[src/inc/reopg_defines.vh]
// Constants for the rail override and power-good delay block.
// Assumes a 100 MHz core clock and an 8-bit internal register port.
// Notes on behaviour
// - Second output delay bits 7:5 pick 0,5,10,15,20,50,100 ms.
// - Fourth output delay bits 4:2 use the same encoding as the second.
// - First output delay bits 1:0 pick 0, 5, 10 or 15 ms.
// - Count starts once all grouped rails regulate; good asserts at expiry.
// - Delays may deviate by ten percent; tests allow the tolerance.
// - Under host control, delay writes do not change that output.
// - Second delay still applies to its internal termination enable.
// - Disable bits 6, 5, 4 at 0 force their rails off.
// - Disable bit 7 covers the strap-selected shared rail.
// - Force-on bit at 0 lets the rail follow its pin request.
// - Force-on bit at 1 holds the rail on unless disabled.
// - Delay only matters for outputs in good or level-shift mode.
`ifndef REOPG_DEFINES_VH
`define REOPG_DEFINES_VH
`define REOPG_ADDR_DELAY 8'h9D
`define REOPG_ADDR_DISABLE 8'h9F
`define REOPG_ADDR_FORCE 8'hA0
`define REOPG_RST_DELAY 8'h00
`define REOPG_RST_DISABLE 8'h00
`define REOPG_RST_FORCE 8'h00
`define REOPG_RSVD_MASK 8'hF0
`define REOPG_F2_HI 7
`define REOPG_F2_LO 5
`define REOPG_F4_HI 4
`define REOPG_F4_LO 2
`define REOPG_F1_HI 1
`define REOPG_F1_LO 0
`define REOPG_DIS_SHARED 7
`define REOPG_DIS_SW2 6
`define REOPG_DIS_SW1 5
`define REOPG_DIS_TERM 4
`define REOPG_CLK_KHZ 100000
`define REOPG_MS_CYCLES (`REOPG_CLK_KHZ)
`define REOPG_TICKS_PER_MS 12'h00A
`define REOPG_D0_MS 8'h00
`define REOPG_D1_MS 8'h05
`define REOPG_D2_MS 8'h0A
`define REOPG_D3_MS 8'h0F
`define REOPG_D4_MS 8'h14
`define REOPG_D5_MS 8'h32
`define REOPG_D7_MS 8'h64
`endif

[src/core/reopg_rail_ctrl.v]
// Register file, rail enable merge and three status delay timers.
// Assumes register strobes come from the I2C slave on this clock.
`timescale 1ns/10ps
`include "reopg_defines.vh"
module reopg_rail_ctrl
#(
  parameter MS_CYCLES = `REOPG_MS_CYCLES
)
(
  input wire i_core_clk,
  input wire i_arst_n,
  input wire i_reg_wr,
  input wire i_reg_rd,
  input wire [7:0] i_reg_addr,
  input wire [7:0] i_reg_wdata,
  output reg [7:0] o_reg_rdata,
  input wire [5:0] i_control_input_pins,
  input wire [15:0] i_pin_request,
  input wire i_shared_sel_linear,
  input wire [2:0] i_host_ctrl_mode,
  input wire [2:0] i_group_in_regulation,
  output reg [15:0] o_rail_enable,
  output reg o_first_status_output,
  output reg o_second_status_output,
  output reg o_fourth_status_output,
  output reg o_termination_enable
);
  // Rail index order of o_rail_enable and i_pin_request:
  // 0..5 step-down one..six, 6 first switch, 7 second linear,
  // 8 second switch, 9 third switch, 10 first linear,
  // 11 termination, 12..15 spare.
  localparam RI_SW1 = 6;
  localparam RI_SW2 = 8;
  localparam RI_SW3 = 9;
  localparam RI_LIN1 = 10;
  localparam RI_TERM = 11;
  reg [7:0] delay_q;
  reg [7:0] disable_q;
  reg [7:0] force_q;
  reg [5:0] pins_m_q;
  reg [5:0] pins_q;
  reg [2:0] qual_m_q;
  reg [2:0] qual_q;
  reg [16:0] div_q;
  reg tick_q;
  reg [15:0] rail_d;
  reg [15:0] allow;
  reg [15:0] force_on;
  wire good1;
  wire good2;
  wire good4;
  // ==========================================
  // Registers
  always @(posedge i_core_clk or negedge i_arst_n)
  begin
    if (!i_arst_n)
    begin
      delay_q <= `REOPG_RST_DELAY;
      disable_q <= `REOPG_RST_DISABLE;
      force_q <= `REOPG_RST_FORCE;
      o_reg_rdata <= 8'h00;
    end
    else
    begin
      if (i_reg_wr)
      begin
        case (i_reg_addr)
          `REOPG_ADDR_DELAY: delay_q <= i_reg_wdata;
          // Reserved low bits kept at zero
          `REOPG_ADDR_DISABLE:
            disable_q <= i_reg_wdata & `REOPG_RSVD_MASK;
          `REOPG_ADDR_FORCE: force_q <= i_reg_wdata;
          default: force_q <= force_q;
        endcase
      end
      if (i_reg_rd)
      begin
        case (i_reg_addr)
          `REOPG_ADDR_DELAY: o_reg_rdata <= delay_q;
          `REOPG_ADDR_DISABLE: o_reg_rdata <= disable_q;
          `REOPG_ADDR_FORCE: o_reg_rdata <= force_q;
          default: o_reg_rdata <= 8'h00;
        endcase
      end
    end
  end
  // ==========================================
  // Synchronisers and tick divider
  always @(posedge i_core_clk or negedge i_arst_n)
  begin
    if (!i_arst_n)
    begin
      pins_m_q <= 6'h00;
      pins_q <= 6'h00;
      qual_m_q <= 3'h0;
      qual_q <= 3'h0;
      div_q <= 17'h00000;
      tick_q <= 1'b0;
    end
    else
    begin
      pins_m_q <= i_control_input_pins;
      pins_q <= pins_m_q;
      qual_m_q <= i_group_in_regulation;
      qual_q <= qual_m_q;
      // Tenth-millisecond tick keeps the delay within tolerance
      if (div_q == MS_CYCLES / `REOPG_TICKS_PER_MS - 1)
      begin
        div_q <= 17'h00000;
        tick_q <= 1'b1;
      end
      else
      begin
        div_q <= div_q + 17'h00001;
        tick_q <= 1'b0;
      end
    end
  end
  // ==========================================
  // Delay decode
  function [7:0] code_ms;
    input [2:0] code;
    begin
      case (code)
        3'h0: code_ms = `REOPG_D0_MS;
        3'h1: code_ms = `REOPG_D1_MS;
        3'h2: code_ms = `REOPG_D2_MS;
        3'h3: code_ms = `REOPG_D3_MS;
        3'h4: code_ms = `REOPG_D4_MS;
        3'h5: code_ms = `REOPG_D5_MS;
        3'h6: code_ms = `REOPG_D7_MS;
        default: code_ms = `REOPG_D7_MS;
      endcase
    end
  endfunction
  reopg_delay_timer u_timer1
  (
    .i_core_clk(i_core_clk),
    .i_arst_n(i_arst_n),
    .i_ms_tick(tick_q),
    .i_qualified(qual_q[0]),
    .i_delay_ms(code_ms({1'b0,
      delay_q[`REOPG_F1_HI:`REOPG_F1_LO]})),
    .o_good(good1)
  );
  reopg_delay_timer u_timer2
  (
    .i_core_clk(i_core_clk),
    .i_arst_n(i_arst_n),
    .i_ms_tick(tick_q),
    .i_qualified(qual_q[1]),
    .i_delay_ms(code_ms(delay_q[`REOPG_F2_HI:`REOPG_F2_LO])),
    .o_good(good2)
  );
  reopg_delay_timer u_timer4
  (
    .i_core_clk(i_core_clk),
    .i_arst_n(i_arst_n),
    .i_ms_tick(tick_q),
    .i_qualified(qual_q[2]),
    .i_delay_ms(code_ms(delay_q[`REOPG_F4_HI:`REOPG_F4_LO])),
    .o_good(good4)
  );
  // ==========================================
  // Rail enable merge
  always @*
  begin
    allow = 16'hFFFF;
    allow[RI_SW2] = disable_q[`REOPG_DIS_SW2];
    allow[RI_SW1] = disable_q[`REOPG_DIS_SW1];
    allow[RI_TERM] = disable_q[`REOPG_DIS_TERM];
    if (i_shared_sel_linear)
      allow[RI_LIN1] = disable_q[`REOPG_DIS_SHARED];
    else
      allow[RI_SW3] = disable_q[`REOPG_DIS_SHARED];
    force_on = {8'h00, force_q};
    rail_d = (i_pin_request | force_on) & allow;
  end
  // ==========================================
  // Outputs
  always @(posedge i_core_clk or negedge i_arst_n)
  begin
    if (!i_arst_n)
    begin
      o_rail_enable <= 16'h0000;
      o_first_status_output <= 1'b0;
      o_second_status_output <= 1'b0;
      o_fourth_status_output <= 1'b0;
      o_termination_enable <= 1'b0;
    end
    else
    begin
      o_rail_enable <= rail_d;
      // Host-controlled outputs are driven elsewhere; held low here
      o_first_status_output <= good1 & ~i_host_ctrl_mode[0];
      o_second_status_output <= good2 & ~i_host_ctrl_mode[1];
      o_fourth_status_output <= good4 & ~i_host_ctrl_mode[2];
      o_termination_enable <= good2;
    end
  end
endmodule

[src/core/reopg_delay_timer.v]
// One power-good delay timer with a tenth-millisecond tick input.
// Assumes the tick comes from the shared divider on the same clock.
`timescale 1ns/10ps
`include "reopg_defines.vh"
module reopg_delay_timer
(
  input wire i_core_clk,
  input wire i_arst_n,
  input wire i_ms_tick,
  input wire i_qualified,
  input wire [7:0] i_delay_ms,
  output reg o_good
);
  reg [11:0] count_q;
  wire [11:0] limit;
  // Limit in tenths of a millisecond
  assign limit = {4'h0, i_delay_ms} * `REOPG_TICKS_PER_MS;
  // ==========================================
  // Count ticks after qualification
  always @(posedge i_core_clk or negedge i_arst_n)
  begin
    if (!i_arst_n)
    begin
      count_q <= 12'h000;
      o_good <= 1'b0;
    end
    else if (!i_qualified)
    begin
      count_q <= 12'h000;
      o_good <= 1'b0;
    end
    else if (!o_good)
    begin
      if (count_q >= limit)
        o_good <= 1'b1;
      else if (i_ms_tick)
        count_q <= count_q + 12'h001;
    end
  end
endmodule

[config.mk]
export PLATFORM = sky130hd
export DESIGN_NAME = reopg_rail_ctrl
export DESIGN_NICKNAME = d
export VERILOG_FILES = /design/src/core/reopg_rail_ctrl.v /design/src/core/reopg_delay_timer.v
export VERILOG_INCLUDE_DIRS = /design/src /design/src/inc
export SDC_FILE = /design/constraint.sdc
export NUM_CORES = 1
export LEC_CHECK = 0
export BUFFER_PORTS_ARGS = -buffer_cell sky130_fd_sc_hd__buf_2
export CAP_MARGIN = 10
export CORE_MARGIN = 2
export CORE_UTILIZATION = 40
export DETAILED_ROUTE_END_ITERATION = 16
export PLACE_DENSITY = 0.59
export SLEW_MARGIN = 20
export SYNTH_ARGS = -nofsm -noshare
export SYNTH_HDL_FRONTEND = slang
export SYNTH_SLANG_ARGS = --single-unit
[constraint.sdc]
create_clock -name i_core_clk -period 8.6 [get_ports i_core_clk]
set_input_delay 0.43 -clock i_core_clk [delete_from_list [all_inputs] [get_ports i_core_clk]]
set_output_delay 0.43 -clock i_core_clk [all_outputs]
set_load 0.05 [all_outputs]
==> metrics.yaml <==
fmaxAchievable_ghz: 0.204
drt_first_pass_iters: 4
clock_skew_ns: 0.0116
synth_area_sq_um: 5720
cts_hold_buffers: 0
pin_count_of_the_biggest_net_entering_global_routing: 67
worstSetupPathDepth: 16
drt-wirelength-per-cell_microns: 14.3
cts_buffers: 9
synthArstFlopShare_pct: 100
synth_top_cell_area_share_pct: 48.6
r2r_end: "u_timer4.count_q[3]"
run_status: "completed"
worst_pin_slew_ns: 0.840
antennaDiodeCount: 0
post_cts_buffers: 0
core_area_sq_um: 13900
leading_post_synthesis_cells_by_cell_area: "sky130_fd_sc_hd__dfrtp_1 49%, sky130_fd_sc_hd__ha_1 10%, sky130_fd_sc_hd__mux2_2 3.3%, sky130_fd_sc_hd__nand2_1 2.7%, sky130_fd_sc_hd__a21oi_1 2.6%"
path_buf_inv: 0
most_frequent_cells_in_the_layout: "111 x sky130_fd_sc_hd__dfrtp_1, 69 x sky130_fd_sc_hd__buf_2, 47 x sky130_fd_sc_hd__ha_1, 41 x sky130_fd_sc_hd__nand2_1, 35 x sky130_fd_sc_hd__inv_1"
routed-via-count: 4229
r2r_start: "delay_q[3]"
worst-r2r-cell-count: 16
grt_pass1_wl_mm: 19.4
detail_route.iter0.violations: 243
rows: 43
design.final.nets: 721
number_of_enable_type_register_cells_in_the_synthesized_netlist: 0
floorplan_die_height_microns: 124
clk_path_buf_depth: 2
cp-end-kind: "flip-flop"
cts.repair.resized: 0
initial_core_util_pct: 41.0
timing.critical_path.slowest_cell_delay_ns: 0.71
slew_violations: 0
timing.final.hold_violations: 0
final-setup-viol-count: 0
placement.io_buffers: 70
crit_path_start: "delay_q[3]"
crit_slowest_cell: "sky130_fd_sc_hd__a2111oi_0"
min_path_type: "in -> async"
synth_area_leader_cell: "sky130_fd_sc_hd__dfrtp_1"
synthesis.nets: 650
synth.avg_cell_area_sq_um: 10.4
crit_path_max_fo: 15
vias_per_inst: 5.23
ant_nets: 0
synth_flop_cell: "sky130_fd_sc_hd__dfrtp_1"
cts-htree-levels: 3
worstPathCellList: "o21ai_0 > o21ai_0 > ha_1 > ha_1 > a21o_1 > a21oi_1 > nor2b_1 > nor2_1 > mux2_2 > nand2_1 > ha_1 > a21o_1 > a2111oi_0 > nand4_1 > or3_1 > a21oi_1"
numClockSinks: 111
period_minus_slack_ns: 4.90
synthCells: 552
vdd_drop_max_uv: 74.6
routed_wirelength_mm: 11.6
clkSlewWorstSetupHoldPaths_ns: 0.08
worst_skew_pair.late_latency_ns: 0.36
fillers: 1311
worst_path_most_repeated_cell: "sky130_fd_sc_hd__ha_1"
root_buffer: "sky130_fd_sc_hd__clkbuf_16"
power.leakage_nw: 3.22
yosys_register_bits: 111
vias_in_the_first_global_route: 4156
r2r_slack_ns: 3.70
final.setup.tns_ns: 0
finalPower_w: 0.00112
grt_setup_unrepaired: "no"
arrival_time_of_the_worst_setup_path_ns: 5.18
dieWidth_microns: 124
dp_hpwl_mm: 8.45
die_footprint_sq_um: 15300
area_delta_synth_final_pct: 15.6
ys_seq_area_share_pct: 48.6
detail_route.drc_violations: 0
clock_tree_from_tritoncts: "done"
ys.warnings.count: 0
synth.distinct_cells: 52
globalplace.congestion: 0.819
cp_top_family: "compound AO/OA/AOI/OAI gates"
fin_crit_sh_pct: 57.0
p_per_area_nw_per_um2: 169
crit_required_ns: 8.87
layout-drive-gt1-share_pct: 18.8
timing.slew.headroom_pct: 44.0
end_point_of_the_critical_path: "u_timer4.count_q[3]"
final_common_cell: "sky130_fd_sc_hd__dfrtp_1"
initial_antenna_violation_count: 0
criticalPathCategory: "reg -> reg"
worstSetupStartpointType: "flip-flop"
ios: 77
grt_usage_pct: 16.1
globalRouteOverflowTotal: 0
max_cap_violations: 0
[routing by layer]
metal	vias to the layer above	GRT usage, %	share of wire (%)
met4	0	6.75	2.0
met3	14	2.98	4.2
met2	76	25.5	45
met5	-	0	0
li1	2096	-	-
met1	2043	21.7	48
[metrics by stage]
stage	setup slack, ns	area, sq um	instances	utilization [%]	hold slack, ns
floorplan	4.36	5720	552	-	0.134
global placement	3.77	6270	792	45.0	0.333
detailed placement	3.73	6270	792	45.0	0.335
CTS	3.69	6610	808	47.5	0.0923
global route	3.23	6610	808	47.5	0.108
finish	3.70	6610	808	47.5	0.0732
[kinds of logic (layout without fill, tap and decap cells)]
family,after synthesis,count (layout),synth area share [%]
flip-flops,111,111,48.6
XOR/XNOR,27,27,4.13
multiplexers,21,21,4.05
other,1,1,0.0656
AND/OR/NAND/NOR,193,193,18.2
buffers and inverters,50,126,3.33
adder cells (fa/ha/maj),49,49,11.0
AO/OA/AOI/OAI,100,100,10.6
[registers in the layout, indices dropped and copies added (netlist names), 8 cells and up]
| name | count |
|---|---|
| o_rail_enable | 16 |
| u_timer2.count_q | 12 |
| delay_q | 8 |
| div_q | 17 |
| o_reg_rdata | 8 |
| u_timer1.count_q | 12 |
| force_q | 8 |
| u_timer4.count_q | 12 |
[cells in the mapped netlist, types with 3 or more instances]
master                     number
sky130_fd_sc_hd__nor2b_1       14
sky130_fd_sc_hd__o31ai_1        6
sky130_fd_sc_hd__nand4_1       13
sky130_fd_sc_hd__ha_1          47
sky130_fd_sc_hd__nor4b_1        3
sky130_fd_sc_hd__or3_1         10
sky130_fd_sc_hd__xor2_1        16
sky130_fd_sc_hd__a21o_1         6
sky130_fd_sc_hd__and2_1        11
sky130_fd_sc_hd__o22ai_1        8
sky130_fd_sc_hd__inv_1         35
sky130_fd_sc_hd__dfrtp_1      111
sky130_fd_sc_hd__or2_2         10
sky130_fd_sc_hd__a22oi_1        4
sky130_fd_sc_hd__clkbuf_1      10
sky130_fd_sc_hd__nand2b_1       9
sky130_fd_sc_hd__a21oi_1       30
sky130_fd_sc_hd__a222oi_1       4
sky130_fd_sc_hd__or4_1          7
sky130_fd_sc_hd__nor3_1         5
sky130_fd_sc_hd__o21ai_0       27
sky130_fd_sc_hd__nand2_1       41
sky130_fd_sc_hd__nor4_1         5
sky130_fd_sc_hd__mux2_2        17
sky130_fd_sc_hd__o21a_1         5
sky130_fd_sc_hd__and3_1         7
sky130_fd_sc_hd__nand3_1       19
sky130_fd_sc_hd__nor2_1        30
sky130_fd_sc_hd__mux2i_1        4
sky130_fd_sc_hd__xnor2_1       11
[worst register-to-register path: cells and delay by family (launching register included)]
family | cells | cell delay, ns
AOI/OAI and AO/OA | 7 | 1.82
muxes | 1 | 0.34
DFF | 1 | 0.47
adders and majority gates | 3 | 0.84
and+or+nand+nor | 5 | 1.33
[worst min path at each step]
| stage | start | end | slack, ns |
|---|---|---|---|
| after global placement | qual_m_q[1] | qual_q[1] | 0.33 |
| after floorplan | i_arst_n | delay_q[0] | 0.13 |
| after detailed placement | qual_m_q[0] | qual_q[0] | 0.33 |
| after CTS | i_arst_n | o_termination_enable | 0.09 |
| after global routing | i_arst_n | u_timer2.count_q[11] | 0.11 |
| final | i_arst_n | u_timer2.count_q[9] | 0.07 |
[report_power, final]
group / switching [W] / internal [W] / total, W / leakage [nW]
registers: 0.00000940 / 0.000532 / 0.000541 / 1.47
clock network: 0.000193 / 0.000287 / 0.000480 / 0.164
logic: 0.0000608 / 0.0000367 / 0.0000975 / 1.58
total: 0.000263 / 0.000855 / 0.00112 / 3.22
[layout make-up]
class / instances / area [sq um] / area share, %
clock buffers: 10 / 229 / 3.46
clock inverters: 6 / 115 / 1.74
inverters: 37 / 139 / 2.10
multi-input cells: 391 / 2750 / 41.6
flip-flops and latches: 111 / 2780 / 42.0
well taps: 180 / 225 / 3.41
repair buffers: 73 / 375 / 5.68
Power figures use the tool's default switching activity.
